==> config.mk <==
export PLATFORM = sky130hd
export DESIGN_NAME = wdcp_top
export DESIGN_NICKNAME = d
export VERILOG_FILES = /design/src/core/wdcp_pkg.sv /design/src/core/wdcp_sync.sv /design/src/core/wdcp_top.sv
export SDC_FILE = /design/constraint.sdc
export NUM_CORES = 1
export LEC_CHECK = 0
export ABC_CLOCK_PERIOD_IN_PS = 5700
export BUFFER_PORTS_ARGS = -buffer_cell sky130_fd_sc_hd__buf_2
export CAP_MARGIN = 20
export CELL_PAD_IN_SITES_DETAIL_PLACEMENT = 2
export CELL_PAD_IN_SITES_GLOBAL_PLACEMENT = 2
export CORE_MARGIN = 1.5
export CORE_UTILIZATION = 39
export DETAILED_ROUTE_END_ITERATION = 12
export GPL_TIMING_DRIVEN = 0
export MAX_ROUTING_LAYER = met4
export PLACE_DENSITY = 0.91
export SLEW_MARGIN = 30
export SYNTH_ARGS = -nofsm -noshare
export SYNTH_HDL_FRONTEND = slang
export SYNTH_SLANG_ARGS = --single-unit
export TNS_END_PERCENT = 1
==> constraint.sdc <==
create_clock -name I_CORE_CLK -period 5.7 [get_ports I_CORE_CLK]
set_input_delay 0.855 -clock I_CORE_CLK [delete_from_list [all_inputs] [get_ports I_CORE_CLK]]
set_output_delay 0.855 -clock I_CORE_CLK [all_outputs]
set_load 0.05 [all_outputs]
==> src/core/wdcp_pkg.sv <==
package wdcp_pkg;

  // Bus widths
  localparam int C_DATA_W = 8;
  localparam int C_ADDR_W = 4;

  // Register offsets
  localparam logic [C_ADDR_W-1:0] C_ADDR_CTRL = 4'h0;
  localparam logic [C_ADDR_W-1:0] C_ADDR_STAT = 4'h1;
  localparam logic [C_ADDR_W-1:0] C_ADDR_MASK = 4'h2;
  localparam logic [C_ADDR_W-1:0] C_ADDR_INFO = 4'h3;

  // Field widths and reset values
  localparam int C_SEL_W = 3;
  localparam logic [C_SEL_W-1:0] C_SEL_RST = 3'h0;
  localparam logic C_WDE_RST = 1'h0;
  localparam logic [C_DATA_W-1:0] C_RDATA_RST = 8'h00;

  // Unlock window in core clock cycles
  localparam int C_WIN_W = 3;
  localparam logic [C_WIN_W-1:0] C_UNLOCK_CYCLES = 3'h4;
  localparam logic [C_WIN_W-1:0] C_WIN_LAST = 3'h1;
  localparam logic [C_WIN_W-1:0] C_WIN_IDLE = 3'h0;

  // Time-out in watchdog oscillator cycles
  localparam int C_BASE_OSC_CYCLES = 16384;
  localparam int C_CNT_W = 22;
  localparam logic [C_CNT_W-1:0] C_CNT_ZERO = 22'h000000;
  localparam logic [C_CNT_W-1:0] C_CNT_ONE = 22'h000001;

  // Fuse settle cycles after reset release
  localparam logic [1:0] C_SETTLE_CYCLES = 2'h2;
  localparam logic [1:0] C_SETTLE_RST = 2'h0;
  localparam logic [1:0] C_SETTLE_STEP = 2'h1;

  // Event bit positions in status and mask
  localparam int C_EV_W = 4;
  localparam int C_EV_TIMEOUT = 0;
  localparam int C_EV_ARMED = 1;
  localparam int C_EV_APPLIED = 2;
  localparam int C_EV_REJECT = 3;
  localparam logic [C_EV_W-1:0] C_EV_NONE = 4'h0;

  // Synchroniser lanes
  localparam int C_SYNC_W = 3;
  localparam int C_LANE_OSC = 0;
  localparam int C_LANE_COMPAT = 1;
  localparam int C_LANE_ALWAYS = 2;

  // Safety levels
  typedef enum logic [1:0] {
    WDCP_LVL0 = 2'b00,
    WDCP_LVL1 = 2'b01,
    WDCP_LVL2 = 2'b10
  } wdcp_level_t;

  // Unlock state
  typedef enum logic [0:0] {
    WDCP_ST_LOCKED = 1'b0,
    WDCP_ST_OPEN = 1'b1
  } wdcp_unlock_t;

  // Control register layout
  typedef struct packed {
    logic [2:0] reserved;
    logic change_enable;
    logic watchdog_enable;
    logic [C_SEL_W-1:0] timeout_prescale_select;
  } wdcp_ctrl_t;

  // Info register layout
  typedef struct packed {
    logic [2:0] reserved;
    logic level_valid;
    wdcp_level_t level;
    logic window_open;
    logic running;
  } wdcp_info_t;

  // Register bus request
  typedef struct packed {
    logic [C_ADDR_W-1:0] addr;
    logic [C_DATA_W-1:0] wdata;
    logic wr;
    logic rd;
  } wdcp_bus_t;

endpackage : wdcp_pkg

==> src/core/wdcp_sync.sv <==
module wdcp_sync #(
  parameter int W = 1
) (
  // Clock and control
  input wire logic i_clk,
  input wire logic i_nrst,
  input wire logic i_clk_en,
  // Asynchronous levels in, synchronised levels out
  input wire logic [W-1:0] i_async,
  output logic [W-1:0] o_sync
);

  logic [W-1:0] meta;

  // Two-stage synchroniser, first stage feeds only the second
  always_ff @(posedge i_clk) begin
    if (!i_nrst) begin
      meta <= '0;
      o_sync <= '0;
    end else if (i_clk_en) begin
      meta <= i_async;
      o_sync <= meta;
    end
  end

endmodule : wdcp_sync

==> src/core/wdcp_top.sv <==
module wdcp_top #(
  parameter int P_BASE_OSC_CYCLES = wdcp_pkg::C_BASE_OSC_CYCLES
) (
  // Clock, reset, enable
  input wire logic I_CORE_CLK,
  input wire logic I_NRST,
  input wire logic I_CLK_EN,
  // Register port
  input wire logic [wdcp_pkg::C_ADDR_W-1:0] I_ADDR,
  input wire logic [wdcp_pkg::C_DATA_W-1:0] I_WDATA,
  input wire logic I_WR,
  input wire logic I_RD,
  output logic [wdcp_pkg::C_DATA_W-1:0] O_RDATA,
  // Core restart strobe and watchdog oscillator
  input wire logic I_WATCHDOG_RESTART_INSTR,
  input wire logic I_WDT_OSC,
  // Fuses, high when programmed
  input wire logic I_LEGACY_COMPAT_FUSE,
  input wire logic I_ALWAYS_ON_FUSE,
  // Status outputs
  output logic O_WDT_RESET,
  output logic O_WDT_ENABLED,
  output logic [wdcp_pkg::C_SEL_W-1:0] O_TIMEOUT_SEL,
  output logic O_IRQ
);

  // Bus request bundle
  wdcp_pkg::wdcp_bus_t bus;
  wdcp_pkg::wdcp_ctrl_t wctl;

  // Synchronised pins
  logic [wdcp_pkg::C_SYNC_W-1:0] pins_async;
  logic [wdcp_pkg::C_SYNC_W-1:0] pins_sync;
  logic osc_prev, osc_tick;

  // Safety level capture
  logic [1:0] settle;
  logic level_valid;
  wdcp_pkg::wdcp_level_t level;
  wdcp_pkg::wdcp_level_t next_level;

  // Control fields
  logic watchdog_enable;
  logic [wdcp_pkg::C_SEL_W-1:0] timeout_prescale_select;
  logic next_wde;
  logic [wdcp_pkg::C_SEL_W-1:0] next_sel;
  logic reject, wdt_on;

  // Unlock window
  wdcp_pkg::wdcp_unlock_t unlock_state;
  logic [wdcp_pkg::C_WIN_W-1:0] window;
  logic window_open, wr_ctrl, arm, commit;

  // Time-out counter
  logic [wdcp_pkg::C_CNT_W-1:0] cnt, limit;
  logic run, expire;

  // Status and mask
  logic [wdcp_pkg::C_EV_W-1:0] stat;
  logic [wdcp_pkg::C_EV_W-1:0] mask;
  logic [wdcp_pkg::C_EV_W-1:0] events;
  logic [wdcp_pkg::C_EV_W-1:0] next_stat;
  wdcp_pkg::wdcp_info_t info;

  // Bundle the register port
  assign bus = {I_ADDR, I_WDATA, I_WR, I_RD};
  assign wctl = wdcp_pkg::wdcp_ctrl_t'(bus.wdata);

  // Pins from outside pass two flip-flops
  assign pins_async[wdcp_pkg::C_LANE_OSC] = I_WDT_OSC;
  assign pins_async[wdcp_pkg::C_LANE_COMPAT] = I_LEGACY_COMPAT_FUSE;
  assign pins_async[wdcp_pkg::C_LANE_ALWAYS] = I_ALWAYS_ON_FUSE;

  wdcp_sync #(
    .W(wdcp_pkg::C_SYNC_W)
  ) u_sync (
    .i_clk(I_CORE_CLK),
    .i_nrst(I_NRST),
    .i_clk_en(I_CLK_EN),
    .i_async(pins_async),
    .o_sync(pins_sync)
  );

  // Rising edge of the watchdog oscillator
  always_ff @(posedge I_CORE_CLK) begin
    if (!I_NRST) begin
      osc_prev <= 1'b0;
    end else if (I_CLK_EN) begin
      osc_prev <= pins_sync[wdcp_pkg::C_LANE_OSC];
    end
  end

  assign osc_tick = pins_sync[wdcp_pkg::C_LANE_OSC] & ~osc_prev;

  // Fuse decode into a safety level
  always_comb begin
    if (pins_sync[wdcp_pkg::C_LANE_ALWAYS]) begin
      next_level = wdcp_pkg::WDCP_LVL2;
    end else if (pins_sync[wdcp_pkg::C_LANE_COMPAT]) begin
      next_level = wdcp_pkg::WDCP_LVL0;
    end else begin
      next_level = wdcp_pkg::WDCP_LVL1;
    end
  end

  // Capture the level once the synchroniser has filled
  always_ff @(posedge I_CORE_CLK) begin
    if (!I_NRST) begin
      settle <= wdcp_pkg::C_SETTLE_RST;
      level_valid <= 1'b0;
      level <= wdcp_pkg::WDCP_LVL1;
    end else if (I_CLK_EN) begin
      if (!level_valid) begin
        if (settle == wdcp_pkg::C_SETTLE_CYCLES) begin
          level_valid <= 1'b1;
          level <= next_level;
        end else begin
          settle <= settle + wdcp_pkg::C_SETTLE_STEP;
        end
      end
    end
  end

  // Write decode for the control register
  assign wr_ctrl = bus.wr & (bus.addr == wdcp_pkg::C_ADDR_CTRL);
  assign window_open = (unlock_state == wdcp_pkg::WDCP_ST_OPEN);
  // Arming needs both bits in one write
  assign arm = wr_ctrl & wctl.change_enable & wctl.watchdog_enable;
  // One write with change enable cleared uses the window
  assign commit = wr_ctrl & window_open & ~wctl.change_enable;

  // Field update per safety level
  always_comb begin
    next_wde = watchdog_enable;
    next_sel = timeout_prescale_select;
    reject = 1'b0;
    if (wr_ctrl) begin
      case (level)
        wdcp_pkg::WDCP_LVL0: begin
          next_sel = wctl.timeout_prescale_select;
          if (wctl.watchdog_enable) begin
            next_wde = 1'b1;
          end else if (commit) begin
            next_wde = 1'b0;
          end else if (watchdog_enable) begin
            reject = 1'b1;
          end
        end
        wdcp_pkg::WDCP_LVL1: begin
          if (commit) begin
            next_wde = wctl.watchdog_enable;
            next_sel = wctl.timeout_prescale_select;
          end else begin
            if (wctl.watchdog_enable) begin
              next_wde = 1'b1;
            end else if (watchdog_enable) begin
              reject = 1'b1;
            end
            if (wctl.timeout_prescale_select != timeout_prescale_select) begin
              reject = 1'b1;
            end
          end
        end
        wdcp_pkg::WDCP_LVL2: begin
          next_wde = 1'b1;
          if (commit) begin
            next_sel = wctl.timeout_prescale_select;
          end else if (wctl.timeout_prescale_select !=
                       timeout_prescale_select) begin
            reject = 1'b1;
          end
        end
        default: begin
          next_wde = watchdog_enable;
        end
      endcase
    end
  end

  // Enable and prescaler fields
  always_ff @(posedge I_CORE_CLK) begin
    if (!I_NRST) begin
      watchdog_enable <= wdcp_pkg::C_WDE_RST;
      timeout_prescale_select <= wdcp_pkg::C_SEL_RST;
    end else if (I_CLK_EN) begin
      watchdog_enable <= next_wde;
      timeout_prescale_select <= next_sel;
    end
  end

  // Level 2 forces the watchdog on
  assign wdt_on = (level == wdcp_pkg::WDCP_LVL2) | watchdog_enable;

  // Unlock window, open for four cycles after arming
  always_ff @(posedge I_CORE_CLK) begin
    if (!I_NRST) begin
      unlock_state <= wdcp_pkg::WDCP_ST_LOCKED;
      window <= wdcp_pkg::C_WIN_IDLE;
    end else if (I_CLK_EN) begin
      case (unlock_state)
        wdcp_pkg::WDCP_ST_LOCKED: begin
          if (arm) begin
            unlock_state <= wdcp_pkg::WDCP_ST_OPEN;
            window <= wdcp_pkg::C_UNLOCK_CYCLES;
          end
        end
        wdcp_pkg::WDCP_ST_OPEN: begin
          if (arm) begin
            window <= wdcp_pkg::C_UNLOCK_CYCLES;
          end else if (commit || window == wdcp_pkg::C_WIN_LAST) begin
            unlock_state <= wdcp_pkg::WDCP_ST_LOCKED;
            window <= wdcp_pkg::C_WIN_IDLE;
          end else begin
            window <= window - wdcp_pkg::C_WIN_LAST;
          end
        end
        default: begin
          unlock_state <= wdcp_pkg::WDCP_ST_LOCKED;
          window <= wdcp_pkg::C_WIN_IDLE;
        end
      endcase
    end
  end

  // Time-out length doubles per prescaler step
  assign limit = wdcp_pkg::C_CNT_W'(P_BASE_OSC_CYCLES) <<
                 timeout_prescale_select;
  assign run = level_valid & wdt_on;
  assign expire = run & osc_tick & (cnt == limit - wdcp_pkg::C_CNT_ONE);

  // Watchdog counter on oscillator edges
  always_ff @(posedge I_CORE_CLK) begin
    if (!I_NRST) begin
      cnt <= wdcp_pkg::C_CNT_ZERO;
    end else if (I_CLK_EN) begin
      if (!run || I_WATCHDOG_RESTART_INSTR) begin
        cnt <= wdcp_pkg::C_CNT_ZERO;
      end else if (expire) begin
        cnt <= wdcp_pkg::C_CNT_ZERO;
      end else if (osc_tick) begin
        cnt <= cnt + wdcp_pkg::C_CNT_ONE;
      end
    end
  end

  // Event collection
  always_comb begin
    events = wdcp_pkg::C_EV_NONE;
    events[wdcp_pkg::C_EV_TIMEOUT] = expire & ~I_WATCHDOG_RESTART_INSTR;
    events[wdcp_pkg::C_EV_ARMED] = arm;
    events[wdcp_pkg::C_EV_APPLIED] = commit;
    events[wdcp_pkg::C_EV_REJECT] = reject;
  end

  // Read clears status, a new event wins
  always_comb begin
    next_stat = stat;
    if (bus.rd && bus.addr == wdcp_pkg::C_ADDR_STAT) begin
      next_stat = wdcp_pkg::C_EV_NONE;
    end
    next_stat = next_stat | events;
  end

  // Sticky status
  always_ff @(posedge I_CORE_CLK) begin
    if (!I_NRST) begin
      stat <= wdcp_pkg::C_EV_NONE;
    end else if (I_CLK_EN) begin
      stat <= next_stat;
    end
  end

  // Interrupt mask
  always_ff @(posedge I_CORE_CLK) begin
    if (!I_NRST) begin
      mask <= wdcp_pkg::C_EV_NONE;
    end else if (I_CLK_EN) begin
      if (bus.wr && bus.addr == wdcp_pkg::C_ADDR_MASK) begin
        mask <= bus.wdata[wdcp_pkg::C_EV_W-1:0];
      end
    end
  end

  // Info view of the block state
  always_comb begin
    info = '0;
    info.level_valid = level_valid;
    info.level = level;
    info.window_open = window_open;
    info.running = run;
  end

  // Read data, one cycle after the strobe
  always_ff @(posedge I_CORE_CLK) begin
    if (!I_NRST) begin
      O_RDATA <= wdcp_pkg::C_RDATA_RST;
    end else if (I_CLK_EN) begin
      O_RDATA <= wdcp_pkg::C_RDATA_RST;
      if (bus.rd) begin
        case (bus.addr)
          wdcp_pkg::C_ADDR_CTRL: begin
            O_RDATA <= {3'h0, window_open, wdt_on,
                        timeout_prescale_select};
          end
          wdcp_pkg::C_ADDR_STAT: begin
            O_RDATA <= {4'h0, stat};
          end
          wdcp_pkg::C_ADDR_MASK: begin
            O_RDATA <= {4'h0, mask};
          end
          wdcp_pkg::C_ADDR_INFO: begin
            O_RDATA <= info;
          end
          default: begin
            O_RDATA <= wdcp_pkg::C_RDATA_RST;
          end
        endcase
      end
    end
  end

  // Registered outputs
  always_ff @(posedge I_CORE_CLK) begin
    if (!I_NRST) begin
      O_WDT_RESET <= 1'b0;
      O_WDT_ENABLED <= 1'b0;
      O_TIMEOUT_SEL <= wdcp_pkg::C_SEL_RST;
      O_IRQ <= 1'b0;
    end else if (I_CLK_EN) begin
      O_WDT_RESET <= expire & ~I_WATCHDOG_RESTART_INSTR;
      O_WDT_ENABLED <= run;
      O_TIMEOUT_SEL <= timeout_prescale_select;
      O_IRQ <= |(next_stat & mask);
    end
  end

endmodule : wdcp_top

**After elaboration in Yosys (flattened, before gate mapping)**

Cells that the tools add are included.

- Equality and inequality tests: 13
- Shift operators: 1
- $add $sub $neg: 4
- Bitwise logic cells: 19
- Reduce and logical (&&, ||, !) cells: 19
- Multiplexer cells: 35

Operator list:

| cell | count |
|---|---|
| $mux W22 | 3 |
| $add A22 B1 Y22 const B | 1 |
| $eq A22 B22 Y1 | 1 |
| $shl A15 B3 Y22 const A | 1 |
| $sub A22 B1 Y22 const B | 1 |
| $pmux W5 S4 | 1 |
| $mux W1 | 19 |
| $mux W3 | 4 |
| $pmux W3 S2 | 2 |
| $and A1 B1 Y1 | 10 |
| $eq A4 B2 Y1 const B | 2 |
| $ne A3 B3 Y1 const B | 2 |
| $not A1 Y1 | 6 |
| $pmux W1 S3 | 2 |
| $reduce_and A2 Y1 | 3 |
| $reduce_and A3 Y1 | 2 |
| $reduce_bool A3 Y1 | 2 |
| $mux W5 | 1 |
| $reduce_and A5 Y1 | 1 |
| $and A4 B4 Y4 | 1 |
| $eq A2 B2 Y1 const B | 2 |
| $eq A4 B1 Y1 const B | 1 |
| $logic_not A4 Y1 | 1 |
| $mux W4 | 1 |
| other kinds (19) | 21 |

- Word-level logic and storage cells: 109
- Bits of input ports: 21
- Bits in registers: 64

**Depth between registers and ports, before layout**

- Word-level depth: 11
- Mapped depth: 11
- Depth with buffers taken out: 9

**Modules after synthesis**

Synthesis repeated with hierarchy kept, for this count alone.

- Cell total of the unflattened synthesis: 384
- Area total of the unflattened synthesis: 3284.4 sq um

Modules (own cells, without submodules):

| module | area each (sq um) | cells each | sequential area each (sq um) | times used |
|---|---|---|---|---|
| wdcp_top | 3055.4 | 365 | 1101.1 | 1 |
| wdcp_sync | 229.0 | 19 | 120.1 | 1 |

**Least setup slack after synthesis**

No wires, ideal clock.

- Path type: flip-flop to flip-flop
- From: register timeout_prescale_select[2] (netlist name)
- To: register cnt[17] (netlist name)
- Setup slack: 2.890 ns
- Data arrival time: 2.679 ns
- Setup time: 0.131 ns
- Cell stages (with the launch flop): 11
- Buffers on the path: 2
- Cell sequence: dfxtp_1 buf_4 or3_2 ha_1 xor2_1 mux2_4 a211oi_4 nand4b_4 a21oi_4 buf_12 nor3_2

- Word-level cells in the longest chain between the ends: 6
- Elaborated cells on any way between the ends: 8
- Those cells by class: add/sub: 1; eq/ne: 1; shift: 1; mux: 2; bitwise: 1; reduce/logical: 2

Ends and longest elaborated chain:

| element | line | RTL |
|---|---|---|
| start, declared | wdcp_top.sv:44 | `logic [wdcp_pkg::C_SEL_W-1:0] timeout_prescale_select;` |
| start signal, assigned | wdcp_top.sv:184 | `timeout_prescale_select <= wdcp_pkg::C_SEL_RST;` |
| start signal, assigned | wdcp_top.sv:187 | `timeout_prescale_select <= next_sel;` |
| $shl A15 B3 Y22 (*) | wdcp_top.sv:226 | `assign limit = wdcp_pkg::C_CNT_W'(P_BASE_OSC_CYCLES) <<` |
| $sub A22 B1 Y22 (*) | wdcp_top.sv:229 | `assign expire = run & osc_tick & (cnt == limit - wdcp_pkg::C_CNT_ONE);` |
| $eq A22 B22 Y1 (*) | wdcp_top.sv:229 |  |
| $and A1 B1 Y1 (*) | wdcp_top.sv:229 |  |
| $reduce_bool A3 Y1 (no line) / $mux W22 (equally long branches) | n/a |  |
| $reduce_and A2 Y1 (no line) / $mux W22 (equally long branches) | n/a |  |
| end signal, assigned | wdcp_top.sv:234 | `cnt <= wdcp_pkg::C_CNT_ZERO;` |
| end signal, assigned | wdcp_top.sv:237 | `cnt <= wdcp_pkg::C_CNT_ZERO;` |
| end signal, assigned | wdcp_top.sv:239 | `cnt <= wdcp_pkg::C_CNT_ZERO;` |
| end, declared | wdcp_top.sv:55 | `logic [wdcp_pkg::C_CNT_W-1:0] cnt, limit;` |

Mark *: on every way between the ends. The rest lies on a longest branch, timed or not.
A chain may end at the register's enable or synchronous reset.

**Worst setup path after layout**

- From: register timeout_prescale_select[2] (netlist name)
- To: register cnt[2] (netlist name)

Same word-level chain as after synthesis.

==> results.yml <==
setup_path:
  cp_slowest_cell: "or3_2"
  cp-start-kind: "register"
  cpPeakStageDelay_ns: 0.48
  critPathRequiredTime_ns: 5.90
  crit_end: "cnt[2]"
  crit_arrival_ns: 3.42
  critPathMaxFanout: 10
  critPathKind: "register to register"
  rr_worst_depth: 10
  r2r-start: "timeout_prescale_select[2]"
  path_buf_inv: 2
  cp.depth: 10
  crit-reg2reg-capture: "cnt[2]"
  r2r_slack_ns: 2.47
  end_kind: "register"
  worstSetupStartpoint: "timeout_prescale_select[2]"
  path_cells: "buf_4 -> or3_2 -> ha_1 -> xor2_1 -> mux2_4 -> a211oi_4 -> nand4b_4 -> a21oi_4 -> buf_12 -> nor3_2"
  path_delay_family: "simple AND/OR/NAND/NOR gates"
place:
  dpl.hpwl_um: 7730
  place_congestion: 0.834
  io_buffers: 24
final_layout:
  fin_nets: 431
  final_util_pct: 45.7
  drive_above_1_share_pct: 19.5
  n_antenna_cell: 0
  syn_to_final_growth_pct: 13.2
die:
  dieArea_um2: 9120
  die-height_um: 95.5
  row_count: 33
  core_area_um2: 8260
  die_x_um: 95.5
  start_util_pct: 40.4
  num_io_pins: 35
synth:
  synthDistinctLibCells: 68
  postSynthAreaPerCell_um2: 9.17
  synth_flop_cell: "dfxtp_1"
  synth_warnings: 0
  syn-instance-count: 364
  synthArstFlopShare_pct: 0
  synth_top_cells_by_area: "dfxtp_1 (37%), mux2i_1 (6.3%), nor2_1 (5.5%)"
  yosysSeqAreaShare_pct: 36.6
  syn_area_um2: 3340
  yosys.area.top_type: "dfxtp_1"
  synth-seq-cells: 61
  synth-edff-count: 0
  synth_top_area_share_pct: 36.6
clock_network:
  cts_resized: 0
  root_buffer: "clkbuf_8"
  cts_made_buffers: 9
  cts_tree: "yes"
  cts_buffer_depth: 2
  cts_hold_buf: 0
  cts_setup_buffers: 0
  clk_pin_slew_worst_paths_ns: 0.07
  cts_max_level: 3
  clkLatencyLatePin_ns: 0.35
  clock_sinks: 61
global_route:
  grt_usage_pct: 27.1
  grt_pass1_vias: 3328
  grt_max_degree: 11
  grt_pass1_wl_um: 17800
  globalRoute.totalOverflow: 0
  antenna_found_initial: 0
hold_path:
  hold_path.class: "register to register"
timing:
  setup_tns_ns: 0
  min_period_over_period_pct: 56.6
  max-slew-margin-rel_pct: 35.8
  rsz0062_at_grt: "no"
  fin_crit_ns: 3.23
  fin_skew_ns: 0.0117
  finalSetupViolCount: 0
  drv_slew: 0
  finalHoldViolations: 0
  max_freq_mhz: 310
  tightestPinTransition_ns: 0.951
route:
  vias: 2873
  wl_met2_um: 5510
  top_layer: "met4"
  drcViolationCount: 0
  wl_met1_um: 4930
  dr.pass1.iters: 4
  vias_per_cell: 5.63
  drt-total-wl_um: 10900
  postRouteAntennaNets: 0
  drt_iter0_drc: 126
  wl_met3_um: 283
  wl_per_cell_um: 21.5
pwr:
  p_per_area_nw_per_um2: 237
  ir_worst_vdd_v: 0.000146
  p_leak_nw: 1.48
run:
  maxCapViolations: 0
run_status:
  status: "complete, no violations"
[flip-flops by register name, indices dropped and copies added, names as in the netlist]
| signal | cells |
|---|---|
| cnt | 22 |
| O_RDATA | 5 |
| mask | 4 |
| stat | 4 |
| O_TIMEOUT_SEL | 3 |
| timeout_prescale_select | 3 |
| u_sync.meta | 3 |
| u_sync.o_sync | 3 |
| window | 3 |
| level | 2 |
| settle | 2 |
| O_IRQ | 1 |
| O_WDT_ENABLED | 1 |
| O_WDT_RESET | 1 |
| level_valid | 1 |
| osc_prev | 1 |
| unlock_state | 1 |
| watchdog_enable | 1 |
[layer usage]
| metal | vias up | track usage, % |
|---|---|---|
| met4 | 0 | 8.82 |
| met2 | 52 | 46.8 |
| met5 | - | - |
| met3 | 22 | 4.47 |
| met1 | 1451 | 32.1 |
| li1 | 1348 | - |
[power breakdown]
group / switching, mW / internal [mW]
clock: 0.175 / 0.197
sequential: 0.00682 / 0.433
combinational: 0.0539 / 0.0291
[synth_stat cells, drive strengths merged (3+ instances only)]
cell / count
and2: 3
nand2: 23
buf: 10
a31oi: 3
nor2: 49
and3: 5
nor3: 22
ha: 9
xor2: 15
dfxtp: 61
inv: 12
o21ai: 8
nand3: 20
mux2i: 21
clkbuf: 10
a21oi: 11
and4: 4
nand4: 4
xnor2: 13
mux4: 4
nor2b: 12
[worst reg2reg max path, stage by stage, from the launching register on]
cell,delay (ns)
dfxtp_1,0.37
buf_4,0.21
or3_2,0.48
ha_1,0.31
xor2_1,0.25
mux2_4,0.34
a211oi_4,0.29
nand4b_4,0.18
a21oi_4,0.39
buf_12,0.21
nor3_2,0.06
[cell families after synthesis]
group	count (synthesis)	synth area share (%)
AO/OA/AOI/OAI	48	11.9
XOR/XNOR	28	7.35
adder cells (fa/ha/maj)	9	3.37
buffers and inverters	33	5.32
flip-flops	61	36.6
multiplexers	27	9.90
other	1	0.112
AND/OR/NAND/NOR	157	25.5
[final cells by class]
type | instances | area [µm²]
Sequential cell | 61 | 1220
Clock inverter | 5 | 52.6
Buffer | 21 | 133
Tap cell | 105 | 131
Clock buffer | 10 | 128
Fill cell | 943 | 4480
Multi-Input combinational cell | 272 | 1950
Inverter | 12 | 45.0
Timing Repair Buffer | 24 | 120
[how the worst min path moves through the flow]
stage	from	to	slack, ns	depth (start not counted)
after floorplan	stat[1]	stat[1]	0.45	2
after CTS	stat[1]	stat[1]	0.51	2
after global placement	O_WDT_ENABLED	O_WDT_ENABLED	0.47	2
final	u_sync.o_sync[1]	u_sync.o_sync[1]	0.52	2
after global routing	stat[1]	stat[1]	0.54	2
after detailed placement	O_TIMEOUT_SEL[1]	O_TIMEOUT_SEL[1]	0.50	2
[stage by stage]
step                power [mW]  setup WS (ns)  std cells  cell area (µm²)  hold slack [ns]
floorplan                0.503           2.89        366             3340            0.446
global placement         0.525           2.62        495             3600            0.469
detailed placement       0.530           2.53        495             3600            0.501
CTS                      0.902           2.47        510             3780            0.514
global route             0.930           2.30        510             3780            0.537
finish                   0.895           2.47        510             3780            0.516
[placed cells by master, fill, tap and decap left out, types with 3 or more instances in the layout]
| cell | synthesis | routed |
|---|---|---|
| and3_1 | 5 | 5 |
| nand4_1 | 4 | 4 |
| buf_4 | 6 | 6 |
| and2_1 | 3 | 3 |
| conb_1 | 1 | 3 |
| mux4_2 | 3 | 3 |
| inv_1 | 11 | 11 |
| a31oi_1 | 3 | 3 |
| xor2_1 | 15 | 15 |
| nor3_2 | 10 | 10 |
| nor2_1 | 49 | 49 |
| nand2_1 | 23 | 23 |
| nand3_1 | 20 | 20 |
| o21ai_0 | 6 | 6 |
| clkinv_2 | 0 | 3 |
| clkbuf_8 | 0 | 9 |
| ha_1 | 9 | 9 |
| dfxtp_1 | 61 | 61 |
| xnor2_1 | 13 | 13 |
| mux2i_1 | 21 | 21 |
| nor3_1 | 12 | 12 |
| clkbuf_1 | 10 | 11 |
| buf_2 | 2 | 26 |
| a21oi_1 | 10 | 10 |
| nor2b_1 | 12 | 12 |
(Power assumes the default switching activity.)
